### src/common/rps_params.svh
/*
  Constants of the remappable pin select block: register word indices,
  field positions, reset codes and sizes.
  Assumes inclusion by bare name from the package and the design.
*/
`ifndef RPS_PARAMS_SVH
`define RPS_PARAMS_SVH

// Sizes
`define RPS_NUM_PINS   26
`define RPS_NUM_IN     8
`define RPS_NUM_OUT    6
`define RPS_SEL_W      5
`define RPS_REG_W      16
`define RPS_DATA_W     32
`define RPS_ADDR_W     4
`define RPS_BE_W       4

// Selector fields inside a 16-bit register
`define RPS_HI_MSB     12
`define RPS_HI_LSB     8
`define RPS_LO_MSB     4
`define RPS_LO_LSB     0
`define RPS_HI_BYTE    1
`define RPS_LO_BYTE    0

// Codes
`define RPS_IN_SEL_RST  5'h1f
`define RPS_OUT_SEL_RST 5'h00
`define RPS_MAX_PIN     5'h19
`define RPS_FUNC_NONE   5'h00

// Register word indices, byte address is four times the index
`define RPS_IDX_CAPTURE 4'h0
`define RPS_IDX_FAULT   4'h1
`define RPS_IDX_UART    4'h2
`define RPS_IDX_SPI     4'h3
`define RPS_IDX_SPI_SS  4'h4
`define RPS_IDX_OUT01   4'h5
`define RPS_IDX_OUT23   4'h6
`define RPS_IDX_OUT45   4'h7

// Input selector slots
`define RPS_IN_CAP8    0
`define RPS_IN_CAP7    1
`define RPS_IN_FAULT   2
`define RPS_IN_CTS     3
`define RPS_IN_RX      4
`define RPS_IN_SCK     5
`define RPS_IN_SDI     6
`define RPS_IN_SS      7

`endif

### src/common/rps_pkg.sv
/*
  Types of the remappable pin select block.
  Assumes rps_params.svh is on the include path.
*/
`include "rps_params.svh"

package rps_pkg;

  typedef logic [`RPS_SEL_W-1:0] rps_sel_t;
  typedef logic [`RPS_REG_W-1:0] rps_reg_t;

  // Whole state of the block, registered as one word
  typedef struct packed {
    logic [`RPS_NUM_PINS-1:0]  pin_meta;
    logic [`RPS_NUM_PINS-1:0]  pin_sync;
    rps_sel_t [`RPS_NUM_IN-1:0]  in_sel;
    rps_sel_t [`RPS_NUM_OUT-1:0] out_sel;
    logic [`RPS_NUM_IN-1:0]    periph_in;
    logic [`RPS_NUM_OUT-1:0]   pin_out;
    logic [`RPS_NUM_OUT-1:0]   pin_en;
    logic                      ack;
    rps_reg_t                  rdata;
  } rps_state_t;

endpackage : rps_pkg

### src/rps_top.sv
/*
  Remappable pin select crossbar: routes remappable pins to peripheral
  inputs and peripheral output functions to pins 0 to 5, programmed
  through eight 16-bit selector registers on an Avalon-MM slave.
  Assumes pins are asynchronous, peripheral outputs and the lock level
  come from logic on the same clock.

// Operation
// - Capture channel 8 input follows pin chosen by bits 12..8, reg 0.
// - Capture channel 7 input follows pin chosen by bits 4..0, reg 0.
// - Compare fault A input from bits 4..0; bits 15..5 absent.
// - UART clear-to-send input from pin chosen by bits 12..8.
// - UART receive input from pin chosen by bits 4..0.
// - SPI clock input from pin chosen by bits 12..8.
// - SPI data input from pin chosen by bits 4..0.
// - SPI slave select from bits 4..0 of own register, rest absent.
// - All-ones input code ties the peripheral input low.
// - Input code n selects remappable pin n, 0 to 25.
// - Input selector bits read/write, reset to ones.
// - Output selector bits read/write, reset to zero.
// - Unimplemented bits always read zero.
// - Pin 1 from bits 12..8, pin 0 from bits 4..0, output reg 0.
// - Pin 3 from upper field, pin 2 from lower, output reg 1.
// - Pin 5 from upper field, pin 4 from lower, output reg 2.
// - Selector writes only land while the config lock is clear.
*/
`timescale 1ns/100ps
`include "rps_params.svh"

module rps_top
  import rps_pkg::*;
#(
  parameter int NUM_FUNC = 32
) (
  // Clock, reset, enable
  input  wire logic                       clock,
  input  wire logic                       rst,
  input  wire logic                       clk_en,
  // Avalon-MM slave
  input  wire logic [`RPS_ADDR_W-1:0]     avs_address,
  input  wire logic                       avs_read,
  input  wire logic                       avs_write,
  input  wire logic [`RPS_DATA_W-1:0]     avs_writedata,
  input  wire logic [`RPS_BE_W-1:0]       avs_byteenable,
  output logic [`RPS_DATA_W-1:0]          avs_readdata,
  output logic                            avs_waitrequest,
  // Lock level from the oscillator control logic
  input  wire logic                       remap_config_lock,
  // Remappable pins, asynchronous
  input  wire logic [`RPS_NUM_PINS-1:0]   remappable_pin_n,
  // Peripheral output functions, indexed by function number
  input  wire logic [NUM_FUNC-1:0]        periph_func_out,
  // Pin side of the output crossbar
  output logic [`RPS_NUM_OUT-1:0]         remappable_pin_out,
  output logic [`RPS_NUM_OUT-1:0]         remappable_pin_remap_en,
  // Peripheral inputs
  output logic                            capture_channel_8,
  output logic                            capture_channel_7,
  output logic                            compare_fault_a_input,
  output logic                            uart_clear_to_send_in,
  output logic                            uart_receive_in,
  output logic                            spi_clock_in,
  output logic                            spi_data_in,
  output logic                            spi_slave_select_in
);

  rps_state_t st_ff;
  rps_state_t nxt_st;

  logic bus_req;
  logic bus_done;
  logic wr_commit;

  // Pin lookup; codes above the last pin, ground code included, give low
  function automatic logic pick_pin(
    input rps_sel_t                 sel,
    input logic [`RPS_NUM_PINS-1:0] pins
  );
    logic bit_val;
    bit_val = 1'b0;
    if (sel <= `RPS_MAX_PIN) begin
      bit_val = pins[sel];
    end
    return bit_val;
  endfunction : pick_pin

  // Function number to pin level; zero or unknown numbers connect nothing
  function automatic logic func_valid(input rps_sel_t sel);
    return (sel != `RPS_FUNC_NONE) && (32'(sel) < NUM_FUNC);
  endfunction : func_valid

  function automatic logic pick_func(
    input rps_sel_t            sel,
    input logic [NUM_FUNC-1:0] funcs
  );
    logic bit_val;
    bit_val = 1'b0;
    if (func_valid(sel)) begin
      bit_val = funcs[sel];
    end
    return bit_val;
  endfunction : pick_func

  // Pack two selector fields into a register image, other bits zero
  function automatic rps_reg_t pack_pair(
    input rps_sel_t hi,
    input rps_sel_t lo
  );
    rps_reg_t img;
    img = '0;
    img[`RPS_HI_MSB:`RPS_HI_LSB] = hi;
    img[`RPS_LO_MSB:`RPS_LO_LSB] = lo;
    return img;
  endfunction : pack_pair

  // Register image seen by a read at a word index
  function automatic rps_reg_t read_image(
    input logic [`RPS_ADDR_W-1:0] idx,
    input rps_state_t             s
  );
    rps_reg_t img;
    img = '0;
    unique case (idx)
      `RPS_IDX_CAPTURE: begin
        img = pack_pair(s.in_sel[`RPS_IN_CAP8], s.in_sel[`RPS_IN_CAP7]);
      end
      `RPS_IDX_FAULT: begin
        img = pack_pair(`RPS_OUT_SEL_RST, s.in_sel[`RPS_IN_FAULT]);
      end
      `RPS_IDX_UART: begin
        img = pack_pair(s.in_sel[`RPS_IN_CTS], s.in_sel[`RPS_IN_RX]);
      end
      `RPS_IDX_SPI: begin
        img = pack_pair(s.in_sel[`RPS_IN_SCK], s.in_sel[`RPS_IN_SDI]);
      end
      `RPS_IDX_SPI_SS: begin
        img = pack_pair(`RPS_OUT_SEL_RST, s.in_sel[`RPS_IN_SS]);
      end
      `RPS_IDX_OUT01: begin
        img = pack_pair(s.out_sel[1], s.out_sel[0]);
      end
      `RPS_IDX_OUT23: begin
        img = pack_pair(s.out_sel[3], s.out_sel[2]);
      end
      `RPS_IDX_OUT45: begin
        img = pack_pair(s.out_sel[5], s.out_sel[4]);
      end
      default: begin
        img = '0; // Unmapped words read zero
      end
    endcase
    return img;
  endfunction : read_image

  // Upper field of a write, kept when its byte lane is off
  function automatic rps_sel_t new_hi(
    input rps_sel_t              old,
    input logic [`RPS_DATA_W-1:0] wd,
    input logic [`RPS_BE_W-1:0]   be
  );
    rps_sel_t val;
    val = old;
    if (be[`RPS_HI_BYTE]) begin
      val = wd[`RPS_HI_MSB:`RPS_HI_LSB];
    end
    return val;
  endfunction : new_hi

  // Lower field of a write, kept when its byte lane is off
  function automatic rps_sel_t new_lo(
    input rps_sel_t              old,
    input logic [`RPS_DATA_W-1:0] wd,
    input logic [`RPS_BE_W-1:0]   be
  );
    rps_sel_t val;
    val = old;
    if (be[`RPS_LO_BYTE]) begin
      val = wd[`RPS_LO_MSB:`RPS_LO_LSB];
    end
    return val;
  endfunction : new_lo

  // Every access takes one wait state; the answer edge is the one after
  // the first. Frozen clock holds waitrequest so no edge is lost.
  assign bus_req         = avs_read | avs_write;
  assign bus_done        = st_ff.ack & clk_en;
  assign avs_waitrequest = bus_req & ~bus_done;

  // A locked write is still answered, it just changes nothing
  assign wr_commit = avs_write & bus_done & ~remap_config_lock;

  // Next-state logic for the whole block
  always_comb begin
    nxt_st = st_ff;

    // Two-stage pin synchroniser; only the second stage is looked at
    nxt_st.pin_meta = remappable_pin_n;
    nxt_st.pin_sync = st_ff.pin_meta;

    // Bus handshake: latch read data on the first edge of a request
    if (bus_req && !st_ff.ack) begin
      nxt_st.ack   = 1'b1;
      nxt_st.rdata = read_image(avs_address, st_ff);
    end else begin
      nxt_st.ack   = 1'b0;
    end

    // Selector writes, byte lane by byte lane
    if (wr_commit) begin
      unique case (avs_address)
        `RPS_IDX_CAPTURE: begin
          nxt_st.in_sel[`RPS_IN_CAP8] = new_hi(
            st_ff.in_sel[`RPS_IN_CAP8], avs_writedata, avs_byteenable);
          nxt_st.in_sel[`RPS_IN_CAP7] = new_lo(
            st_ff.in_sel[`RPS_IN_CAP7], avs_writedata, avs_byteenable);
        end
        `RPS_IDX_FAULT: begin
          nxt_st.in_sel[`RPS_IN_FAULT] = new_lo(
            st_ff.in_sel[`RPS_IN_FAULT], avs_writedata, avs_byteenable);
        end
        `RPS_IDX_UART: begin
          nxt_st.in_sel[`RPS_IN_CTS] = new_hi(
            st_ff.in_sel[`RPS_IN_CTS], avs_writedata, avs_byteenable);
          nxt_st.in_sel[`RPS_IN_RX] = new_lo(
            st_ff.in_sel[`RPS_IN_RX], avs_writedata, avs_byteenable);
        end
        `RPS_IDX_SPI: begin
          nxt_st.in_sel[`RPS_IN_SCK] = new_hi(
            st_ff.in_sel[`RPS_IN_SCK], avs_writedata, avs_byteenable);
          nxt_st.in_sel[`RPS_IN_SDI] = new_lo(
            st_ff.in_sel[`RPS_IN_SDI], avs_writedata, avs_byteenable);
        end
        `RPS_IDX_SPI_SS: begin
          nxt_st.in_sel[`RPS_IN_SS] = new_lo(
            st_ff.in_sel[`RPS_IN_SS], avs_writedata, avs_byteenable);
        end
        `RPS_IDX_OUT01: begin
          nxt_st.out_sel[1] = new_hi(
            st_ff.out_sel[1], avs_writedata, avs_byteenable);
          nxt_st.out_sel[0] = new_lo(
            st_ff.out_sel[0], avs_writedata, avs_byteenable);
        end
        `RPS_IDX_OUT23: begin
          nxt_st.out_sel[3] = new_hi(
            st_ff.out_sel[3], avs_writedata, avs_byteenable);
          nxt_st.out_sel[2] = new_lo(
            st_ff.out_sel[2], avs_writedata, avs_byteenable);
        end
        `RPS_IDX_OUT45: begin
          nxt_st.out_sel[5] = new_hi(
            st_ff.out_sel[5], avs_writedata, avs_byteenable);
          nxt_st.out_sel[4] = new_lo(
            st_ff.out_sel[4], avs_writedata, avs_byteenable);
        end
        default: begin
          nxt_st.rdata = st_ff.rdata; // Unmapped writes are dropped
        end
      endcase
    end

    // Input crossbar from the synchronised pins
    nxt_st.periph_in[`RPS_IN_CAP8] =
      pick_pin(st_ff.in_sel[`RPS_IN_CAP8], st_ff.pin_sync);
    nxt_st.periph_in[`RPS_IN_CAP7] =
      pick_pin(st_ff.in_sel[`RPS_IN_CAP7], st_ff.pin_sync);
    nxt_st.periph_in[`RPS_IN_FAULT] =
      pick_pin(st_ff.in_sel[`RPS_IN_FAULT], st_ff.pin_sync);
    nxt_st.periph_in[`RPS_IN_CTS] =
      pick_pin(st_ff.in_sel[`RPS_IN_CTS], st_ff.pin_sync);
    nxt_st.periph_in[`RPS_IN_RX] =
      pick_pin(st_ff.in_sel[`RPS_IN_RX], st_ff.pin_sync);
    nxt_st.periph_in[`RPS_IN_SCK] =
      pick_pin(st_ff.in_sel[`RPS_IN_SCK], st_ff.pin_sync);
    nxt_st.periph_in[`RPS_IN_SDI] =
      pick_pin(st_ff.in_sel[`RPS_IN_SDI], st_ff.pin_sync);
    nxt_st.periph_in[`RPS_IN_SS] =
      pick_pin(st_ff.in_sel[`RPS_IN_SS], st_ff.pin_sync);

    // Output crossbar; pin i follows output selector i
    for (int i = 0; i < `RPS_NUM_OUT; i++) begin
      nxt_st.pin_en[i]  = func_valid(st_ff.out_sel[i]);
      nxt_st.pin_out[i] = pick_func(st_ff.out_sel[i], periph_func_out);
    end
  end

  // State register; clock enable low freezes everything
  always_ff @(posedge clock or posedge rst) begin
    if (rst) begin
      st_ff.pin_meta  <= '0;
      st_ff.pin_sync  <= '0;
      st_ff.in_sel    <= {`RPS_NUM_IN{`RPS_IN_SEL_RST}};
      st_ff.out_sel   <= {`RPS_NUM_OUT{`RPS_OUT_SEL_RST}};
      st_ff.periph_in <= '0;
      st_ff.pin_out   <= '0;
      st_ff.pin_en    <= '0;
      st_ff.ack       <= 1'b0;
      st_ff.rdata     <= '0;
    end else if (clk_en) begin
      st_ff <= nxt_st;
    end
  end

  // Outputs straight from flip-flops
  assign avs_readdata = {{(`RPS_DATA_W-`RPS_REG_W){1'b0}}, st_ff.rdata};
  assign remappable_pin_out      = st_ff.pin_out;
  assign remappable_pin_remap_en = st_ff.pin_en;
  assign capture_channel_8     = st_ff.periph_in[`RPS_IN_CAP8];
  assign capture_channel_7     = st_ff.periph_in[`RPS_IN_CAP7];
  assign compare_fault_a_input = st_ff.periph_in[`RPS_IN_FAULT];
  assign uart_clear_to_send_in = st_ff.periph_in[`RPS_IN_CTS];
  assign uart_receive_in       = st_ff.periph_in[`RPS_IN_RX];
  assign spi_clock_in          = st_ff.periph_in[`RPS_IN_SCK];
  assign spi_data_in           = st_ff.periph_in[`RPS_IN_SDI];
  assign spi_slave_select_in   = st_ff.periph_in[`RPS_IN_SS];

endmodule : rps_top

### config.mk
export PLATFORM = sky130hd
export DESIGN_NAME = rps_top
export DESIGN_NICKNAME = d
export VERILOG_FILES = /design/src/common/rps_pkg.sv /design/src/rps_top.sv
export VERILOG_INCLUDE_DIRS = /design/src /design/src/common
export SDC_FILE = /design/constraint.sdc
export NUM_CORES = 1
export LEC_CHECK = 0
export ABC_AREA = 1
export BUFFER_PORTS_ARGS = -buffer_cell sky130_fd_sc_hd__buf_2
export CAP_MARGIN = 20
export CORE_ASPECT_RATIO = 0.7
export CORE_MARGIN = 1.5
export CORE_UTILIZATION = 35
export DETAILED_ROUTE_END_ITERATION = 10
export GPL_ROUTABILITY_DRIVEN = 0
export PLACE_DENSITY_LB_ADDON = 0.3
export SETUP_SLACK_MARGIN = 0.1
export SLEW_MARGIN = 15
export SYNTH_ARGS = -nofsm -noshare
export SYNTH_HDL_FRONTEND = slang
export SYNTH_SLANG_ARGS = --single-unit
### constraint.sdc
create_clock -name clock -period 13.3 [get_ports clock]
set_input_delay 1.995 -clock clock [delete_from_list [all_inputs] [get_ports clock]]
set_output_delay 1.995 -clock clock [all_outputs]
set_load 0.05 [all_outputs]
==> results of run 1 <==
==> per-stage QoR <==
stage / cell area [um2] / total power [mW] / utilization, % / hold slack, ns
floorplan: 10600 / 0.7536 / - / 0.4422
global placement: 11020 / 0.8270 / 37.71 / 0.4608
global route: 11590 / 1.360 / 39.68 / 0.4835
detailed placement: 11020 / 0.8313 / 37.71 / 0.4589
finish: 11590 / 1.298 / 39.68 / 0.4712
CTS: 11570 / 1.302 / 39.61 / 0.4759
==> logic make-up after synthesis <==
logic type | after synthesis | synth area share, %
other | 1 | 0.03565
buffers and inverters | 270 | 11.61
AND/OR/NAND/NOR | 886 | 35.86
flip-flops | 153 | 36.88
AO/OA/AOI/OAI | 305 | 15.62
==> flip-flops by register name, indices dropped and copies added, names as in the netlist <==
| signal | count |
|---|---|
| uart_clear_to_send_in | 1 |
| remappable_pin_remap_en | 6 |
| capture_channel_8 | 1 |
| remappable_pin_out | 6 |
| spi_clock_in | 1 |
| avs_readdata | 10 |
| capture_channel_7 | 1 |
| spi_slave_select_in | 1 |
| st_ff | 97 |
| spi_data_in | 1 |
| nxt_st | 26 |
| uart_receive_in | 1 |
| compare_fault_a_input | 1 |
==> metal layers <==
layer | vias to the layer above | part of all wire [%] | global-route usage, %
met2 | 565 | 40 | 31.84
met5 | - | 0 | 0
met3 | 49 | 13 | 8.116
met4 | 0 | 1.3 | 5.540
met1 | 5164 | 46 | 35.67
li1 | 5340 | - | -
==> critical path, delay by kind of cell <==
family	cells	cell delay [ns]
buf+inv	3	0.95
compound gates	1	0.14
==> cells in the final DEF (no fill, tap or decap), drive strengths merged <==
cell type    n
nand2      585
nand3      254
o21ai      161
inv        146
buf        114
dfrtp      113
a21oi       82
dfstp       40
nor2        30
o211ai      27
o22ai       27
conb        22
clkbuf      21
clkinv      21
nor3        12
a31oi        6
nand4        5
o221ai       2
clkinvlp     1
==> power by group <==
group,internal [mW],total [mW],switching [mW]
registers,0.505,0.556,0.0509
logic,0.0745,0.274,0.200
clock network,0.257,0.468,0.211
total,0.837,1.30,0.461
==> worst paths after layout <==
path                            depth (start not counted)        start                    end
worst min-delay path                                    2  nxt_st[116]            nxt_st[116]
worst min register to register                          2  nxt_st[116]            nxt_st[116]
worst max register to register                          8    st_ff[62]  remappable_pin_out[5]
max in group asynchronous                               3          rst       avs_readdata[11]
worst max-delay path                                    4       clk_en        avs_waitrequest
min in group asynchronous                               2          rst            nxt_st[121]
==> synthesized netlist by cell type, types with 25 or more instances <==
cell / number
nand2_1: 574
dfstp_2: 40
o211ai_1: 27
nand3_1: 252
nor2_1: 25
inv_1: 138
o21ai_0: 154
clkbuf_1: 38
o22ai_1: 27
dfrtp_1: 113
a21oi_1: 82
buf_4: 49
==> area by class of cell <==
class | instances | share of cell area, %
well taps | 378 | 4.080
inverters | 157 | 5.127
repair buffers | 114 | 5.117
clock buffers | 21 | 4.070
flip-flops and latches | 153 | 33.46
clock inverters | 11 | 0.7232
multi-input cells | 1213 | 47.42
==> impl_metrics.yaml, run 1 <==
logic_synthesis:
  synth_cell_types: 29
  synth-seq-area-share_pct: 36.88
  ys.flop_type: "dfrtp_1"
  syn-cell-area_um2: 10520
  syn_area_per_cell_um2: 6.512
  synth-edff-count: 0
  yosysWarningCount: 0
  synth-async-reset-ratio_pct: 100.0
  synth_top_area_cell: "dfrtp_1"
  ys_top_cells_by_area: "dfrtp_1 (27%), nand2_1 (20%), nand3_1 (12%), dfstp_2 (10%), o21ai_0 (7.3%)"
  ys_seq_elements: 153
  synth_cells: 1615
  yosysTopAreaCellShare_pct: 26.89
critical_path:
  worstPathArrival_ns: 3.08
  cpPeakStageDelay_ns: 0.61
  cp_common_cell: "buf_2"
  critPathMaxFanout: 88
  crit_path_end_kind: "primary output"
  crit_slowest_cell: "buf_4"
  crit_path_start_kind: "input port"
  reg2reg_slack_ns: 11.11
  path_cells: "buf_2, buf_4, a21oi_1, buf_2"
  crit_required_ns: 11.31
  worst-setup-path-type: "input port to primary output"
layout:
  n_fill_cell: 3105
  nNetsFinal: 1760
  drive_gt1_share_pct: 12.52
  area_growth_pct: 10.21
  multi_input_area_um2: 5497
  stdcell_count: 2047
  antenna_cells: 0
  seqCellArea_um2: 3879
route:
  vias_per_cell: 5.431
  num_vias: 11120
  wirelength_mm: 36.71
  dr.pass1.iters: 7
  drt-initial-drc-count: 1314
  drc_errors: 0
  ant_nets: 0
  wl_per_cell_um: 17.94
placed_design:
  place_ws_ns: 8.130
  numPortBuffers: 110
  placed_cells_incl_taps: 2014
  dp_hpwl_mm: 26.71
global_route:
  grt_pass1_wl_mm: 56.90
  grt_remaining_overflow: 0
  grt.total_usage_pct: 23.68
  antenna_found_initial: 0
  grt_pass1_vias: 9900
  grt_max_degree: 89
die:
  die_w_um: 210.2
  initial_core_util_pct: 36.00
  core_um2: 29210
  rows: 52
  io_pins: 157
  die_area_um2: 31120
  fp.dieH_um: 148.0
clock_tree:
  cts_made_buffers: 17
  clkSinkCount: 153
  clock_latency_ns: 0.44
  postCtsHoldBufs: 0
  clk_pin_slew_ns: 0.06
  htreeDepth: 4
  postCtsResizedCells: 0
  clock_path_buffers: 2
  cts_root_buf: "clkbuf_16"
  tritoncts: "done"
  post_cts_buffers: 0
timing:
  max_freq_mhz: 196.9
  fin_crit_sh_pct: 38.18
  worst_pin_slew_ns: 0.9270
  setup_viol_count_final: 0
  fin_ws_ns: 8.221
  min_period_ns: 5.079
  slew_headroom_pct: 38.20
  fin_skew_ns: 0.01215
  hold_viol: 0
  slew_violations: 0
  grt_setup_unrepaired: "no"
  fin_tns_setup_ns: 0
job:
  max-cap-violations: 0
power_and_ir_drop:
  cellLeakagePower_nw: 5.547
  ir_worst_vdd_uv: 76.97
  pwr_density_cell_nw_per_um2: 112.0
run_status:
  status: "finished, final reports clean"
worst_hold_path:
  hold_class: "register to register"
Power figures use the tool's default switching activity.
==> run 2: changes to the inputs <==
--- a/config.mk
+++ b/config.mk
@@ -6,7 +6,7 @@
 export SDC_FILE = /design/constraint.sdc
 export NUM_CORES = 1
 export LEC_CHECK = 0
-export ABC_AREA = 1
+export ABC_AREA = 0
 export BUFFER_PORTS_ARGS = -buffer_cell sky130_fd_sc_hd__buf_2
 export CAP_MARGIN = 20
 export CORE_ASPECT_RATIO = 0.7
==> constraint.sdc (replaced) <==
create_clock -name clock -period 4.4 [get_ports clock]
set_input_delay 0.66 -clock clock [delete_from_list [all_inputs] [get_ports clock]]
set_output_delay 0.66 -clock clock [all_outputs]
set_load 0.05 [all_outputs]
==> run 2 against run 1 <==
Area after synthesis down 1.4%. First-iteration DRC count down 49%. Sequential cell count unchanged. Combinational power rose to 3.1 times the previous value. Final cell count down 38%. Hold slack worse by 0.022 ns. Critical endpoint is now avs_readdata[2].
==> impl_metrics.yaml, run 2 <==
run_status:
  status: "finished, final reports clean"
timing:
  grt_setup_unrepaired: "no"
  fin_crit_sh_pct: 55.10
  worst_pin_slew_ns: 0.8465
  fin_tns_setup_ns: 0
  slew_headroom_pct: 43.57
  max_freq_mhz: 412.4
  fin_skew_ns: 0.007664
  slew_violations: 0
  min_period_ns: 2.425
  hold_viol: 0
  setup_viol_count_final: 0
route:
  wl_per_cell_um: 23.42
  drt-initial-drc-count: 670
  wl_met2_mm: 12.51
  vias_per_cell: 5.835
  m1WireLength_mm: 14.56
  top_layer: "met4"
  num_vias: 7405
  drc_errors: 0
  met3_wirelength_mm: 2.297
  dr.pass1.iters: 5
  ant_nets: 0
  wirelength_mm: 29.72
critical_path:
  crit_path_start_kind: "input port"
  critPathMaxFanout: 46
  crit_path_end_kind: "register"
  path_cells: "buf_4, inv_1, buf_4, or3_1, nor2_1, a22o_1"
  crit_required_ns: 4.77
  cp_common_cell: "buf_4"
  cpPeakStageDelay_ns: 0.68
  worstPathArrival_ns: 2.79
  worst-setup-path-type: "input port to register"
  crit_slowest_cell: "or3_1"
logic_synthesis:
  ys_top_cells_by_area: "dfrtp_1 (27%), mux2_2 (16%), mux4_2 (15%), dfstp_2 (10%), mux2i_1 (5.6%)"
  synthXorXnorAreaFrac_pct: 0
  synth_mux_area_share_pct: 41.08
  yosysTopAreaCellShare_pct: 27.27
  synth_simple_gate_area_share_pct: 8.050
  synth_compound_area_share_pct: 6.939
  syn_area_per_cell_um2: 12.42
  synth_cells: 835
  synth-edff-count: 0
  synth-async-reset-ratio_pct: 100.0
  ys.flop_type: "dfrtp_1"
  synth_top_area_cell: "dfrtp_1"
  yosysMostFrequentCell: "mux2_2"
  synth_fa_ha_area_share_pct: 0
  synth_cell_types: 54
  yosysWarningCount: 0
  syn-cell-area_um2: 10370
  synth-seq-area-share_pct: 37.41
  ys_seq_elements: 153
  ys_top_cells_by_count: "mux2_2 (144), dfrtp_1 (113), mux4_2 (68)"
  synth_top_family_by_area: "multiplexers"
die:
  die_area_um2: 30680
  rows: 52
  core_um2: 29020
  io_pins: 157
  die_w_um: 208.7
  fp.dieH_um: 147.0
  initial_core_util_pct: 35.73
clock_tree:
  postCtsResizedCells: 0
  clock_latency_ns: 0.44
  clock_path_buffers: 2
  clkSinkCount: 153
  post_cts_buffers: 0
  htreeDepth: 4
  postCtsHoldBufs: 0
  cts_made_buffers: 17
  clk_pin_slew_ns: 0.06
  tritoncts: "done"
  cts_root_buf: "clkbuf_16"
global_route:
  grt.total_usage_pct: 19.96
  grt_pass1_wl_mm: 46.43
  grt_max_degree: 154
  grt_pass1_vias: 7351
  antenna_found_initial: 1
  grt_remaining_overflow: 0
layout:
  area_growth_pct: 11.09
  final_cell_mix: "mux2_2 (144), dfrtp_1 (113), buf_2 (109)"
  n_fill_cell: 2797
  nNetsFinal: 981
  layout_commonest_cell: "mux2_2"
  largest-register: "st_ff"
  seqCellArea_um2: 3879
  largest_reg_flops: 97
  multi_input_area_um2: 5896
  drive_gt1_share_pct: 44.72
  stdcell_count: 1269
power_and_ir_drop:
  ir_worst_vdd_uv: 336.6
  cellLeakagePower_nw: 4.436
  pwr_density_cell_nw_per_um2: 368.2
  power_mw: 4.241
job:
  max-cap-violations: 0
placed_design:
  placed_cells_incl_taps: 1236
  numPortBuffers: 110
  dp_hpwl_mm: 20.59
worst_hold_path:
  hold_class: "input port to asynchronous set/reset pin"
[run 2: final timing paths]
check / slack (ns) / depth (start not counted) / to / start
hold reg to reg: 0.48 / 1 / remappable_pin_remap_en[0] / remappable_pin_remap_en[0]
max in group asynchronous: 3.32 / 3 / st_ff[58] / rst
setup / recovery: 1.98 / 6 / avs_readdata[2] / clk_en
min in group clock: 0.45 / 2 / nxt_st[113] / remappable_pin_n[6]
hold / removal: 0.45 / 3 / nxt_st[131] / rst
setup reg to reg: 2.22 / 3 / spi_clock_in / st_ff[93]
[run 2: where the power goes]
group          switching [mW]  leakage [nW]  internal, mW
Combinational           0.458          2.30         0.392
Sequential              0.247          1.83          1.55
Clock                   0.605         0.309         0.994
[run 2: area by class of cell]
class / instances / share of cell area [%]
timing repair buffer: 113 / 5.106
multi-input combinational: 582 / 51.19
clock buffer: 21 / 4.085
tap: 378 / 4.106
antenna: 1 / 0.02173
inverter: 10 / 0.3585
clock inverter: 11 / 1.456
sequential: 153 / 33.68
[run 2: critical path: cells and delay by family]
family / cells / cell delay, ns
buf+inv: 3 / 0.80
compound gates: 1 / 0.20
simple gates: 2 / 1.10
[run 2: stage by stage]
step	instance area, um2	utilization [%]	hold WS, ns	setup slack [ns]
2_1_floorplan	10450	-	0.4498	1.842
3_3_place_gp	10880	37.48	0.4646	1.606
3_5_place_dp	10880	37.48	0.4660	1.592
4_1_cts	11510	39.68	0.4338	2.035
5_1_grt	11520	39.69	0.4382	1.875
6_report	11520	39.69	0.4489	1.975
[run 2: logic make-up (layout without fill, tap and decap cells)]
family,count (synthesis),count (layout)
AOI/OAI and AO/OA,102,102
DFF,153,153
muxes,290,290
other,1,23
and+or+nand+nor,168,168
buffers and inverters,121,155
[run 2: per-layer routing]
| metal | vias up | track usage [%] |
|---|---|---|
| met2 | 326 | 26.93 |
| li1 | 3278 | - |
| met3 | 29 | 4.639 |
| met4 | 0 | 5.290 |
| met1 | 3772 | 31.48 |
| met5 | - | 0 |
==> run 3: changes to the inputs <==
--- a/config.mk
+++ b/config.mk
@@ -6,7 +6,7 @@
 export SDC_FILE = /design/constraint.sdc
 export NUM_CORES = 1
 export LEC_CHECK = 0
-export ABC_AREA = 0
+export ABC_AREA = 1
 export BUFFER_PORTS_ARGS = -buffer_cell sky130_fd_sc_hd__buf_2
 export CAP_MARGIN = 20
 export CORE_ASPECT_RATIO = 0.7
==> constraint.sdc (replaced) <==
create_clock -name clock -period 2.1 [get_ports clock]
set_input_delay 0.315 -clock clock [delete_from_list [all_inputs] [get_ports clock]]
set_output_delay 0.315 -clock clock [all_outputs]
set_load 0.05 [all_outputs]
==> run 3 against run 2 <==
Utilization increased by 0.90 points. Via count grew 53%. Final area up 3.0%. Power up 99%. Combinational power rose by 120%. Final cell count up 63%. Wire length grew 26%. Register-to-register slack got worse by 1.9 ns.
==> impl_metrics.yaml, run 3 (same netlist as run 1, synthesis figures left out) <==
layout:
  n_fill_cell: 3069
  largest_reg_flops: 97
  nNetsFinal: 1785
  final_cell_mix: "nand2_1 (574), nand3_1 (252), o21ai_0 (154)"
  multi_input_area_um2: 5497
  final_area_um2: 11860
  layout_commonest_cell: "nand2_1"
  seqCellArea_um2: 3879
  finish.utilization_pct: 40.59
  area_growth_pct: 12.75
  largest-register: "st_ff"
  antenna_cells: 0
  drive_gt1_share_pct: 13.70
placed_design:
  place_area_um2: 11260
  numPortBuffers: 110
  place_ws_ns: 0.2778
  dp_hpwl_mm: 27.74
timing:
  fin_crit_sh_pct: 85.86
  slew_violations: 0
  worst_pin_slew_ns: 0.6416
  setup_viol_count_final: 0
  hold_viol: 0
  slew_headroom_pct: 57.13
  grt_setup_unrepaired: "no"
  min_period_ns: 1.803
  fin_skew_ns: 0.009788
  fin_ws_ns: 0.2970
  max_freq_mhz: 554.6
  hold_ws_ns: 0.07033
clock_tree:
  clk_pin_slew_ns: 0.07
  cts_made_buffers: 17
  post_cts_buffers: 0
  cts_root_buf: "clkbuf_16"
  postCtsResizedCells: 0
  postCtsHoldBufs: 1
  clkSinkCount: 153
  htreeDepth: 4
  clock_latency_ns: 0.44
  tritoncts: "done"
  clock_path_buffers: 2
global_route:
  grt_remaining_overflow: 0
  grt_pass1_wl_mm: 57.88
  grt.total_usage_pct: 24.18
  antenna_found_initial: 0
  grt_max_degree: 49
  grt_pass1_vias: 9899
power_and_ir_drop:
  cellLeakagePower_nw: 5.686
  ir_worst_vdd_uv: 519.3
  pwr_density_cell_nw_per_um2: 710.0
  power_mw: 8.420
die:
  initial_core_util_pct: 36.00
  fp.dieH_um: 148.0
  rows: 52
  die_area_um2: 31120
  die_w_um: 210.2
  io_pins: 157
  core_um2: 29210
worst_hold_path:
  hold_class: "input port to register"
  hp-start: "remappable_pin_n[25]"
critical_path:
  crit_path_start_kind: "register"
  cp-startpoint: "st_ff[97]"
  worstPathArrival_ns: 2.13
  worst-setup-path-type: "register to register"
  crit_required_ns: 2.42
  critPathMaxFanout: 22
  crit_path_end_kind: "register"
  regToRegStartpoint: "st_ff[97]"
route:
  vias_per_cell: 5.478
  wirelength_mm: 37.55
  wl_per_cell_um: 18.12
  ant_nets: 0
  drt-initial-drc-count: 1588
  drc_errors: 0
  num_vias: 11350
  dr.pass1.iters: 6
run_status:
  status: "finished, final reports clean"
job:
  max-cap-violations: 0
==> run 3: cell types whose count changed in the layout (fill, tap and decap cells not counted), sizes merged, moves of 15 or more <==
cell | previous run | this run
mux4 | 88 | 0
o22ai | 3 | 27
nand3 | 26 | 254
o21ai | 13 | 161
inv | 10 | 144
nor2 | 45 | 30
nand2 | 39 | 585
mux2 | 144 | 0
buf | 113 | 138
o211ai | 8 | 27
mux2i | 58 | 0
a21oi | 14 | 82
==> run 3: report_power, final <==
group          switching, mW  total (mW)  internal, mW  leakage (nW)
clock                   1.35        3.11          1.76         0.273
sequential             0.281        3.48          3.20          1.89
combinational           1.32        1.83         0.508          3.53
total                   2.95        8.42          5.47          5.69
==> run 3: area by class of cell <==
class	count	area share (%)
repair buffers	139	7.027
well taps	378	3.988
clock inverters	10	0.9179
multi-input cells	1213	46.35
flip-flops and latches	153	32.71
inverters	157	5.001
clock buffers	22	4.009
==> run 3: metal layers <==
layer | vias to the layer above | track usage [%] | share of wire [%]
met1 | 5312 | 37.53 | 47
met3 | 58 | 6.161 | 11
li1 | 5382 | - | -
met2 | 599 | 32.53 | 40
met4 | 0 | 6.295 | 1.5
met5 | - | 0 | 0
==> run 3: path summary, 6_finish.rpt <==
path	endpoint	slack (ns)	cells past startpoint
max	spi_data_in	0.30	9
min	nxt_st[132]	0.07	3
max reg2reg	spi_data_in	0.30	9
min reg2reg	nxt_st[128]	0.47	2
max in group asynchronous	st_ff[78]	0.97	4
min in group asynchronous	st_ff[128]	0.51	3
==> run 3: per-stage QoR <==
| stage | setup TNS [ns] | std cells |
|---|---|---|
| 2_1_floorplan | -12.80 | 1636 |
| 3_3_place_gp | 0 | 2039 |
| 3_5_place_dp | 0 | 2039 |
| 4_1_cts | 0 | 2072 |
| 5_1_grt | 0 | 2072 |
| 6_report | 0 | 2072 |
==> run 3: worst max-delay path, cell delays in order, from the launching register on <==
cell and delay [ns]:
dfstp_2 0.74, inv_1 0.22, nand2_1 0.10, nand3_1 0.07, nand3_1 0.10, nand2_1 0.09, nand2_1 0.07, nand3_1 0.07
nand2_1 0.16, nand2_1 0.07
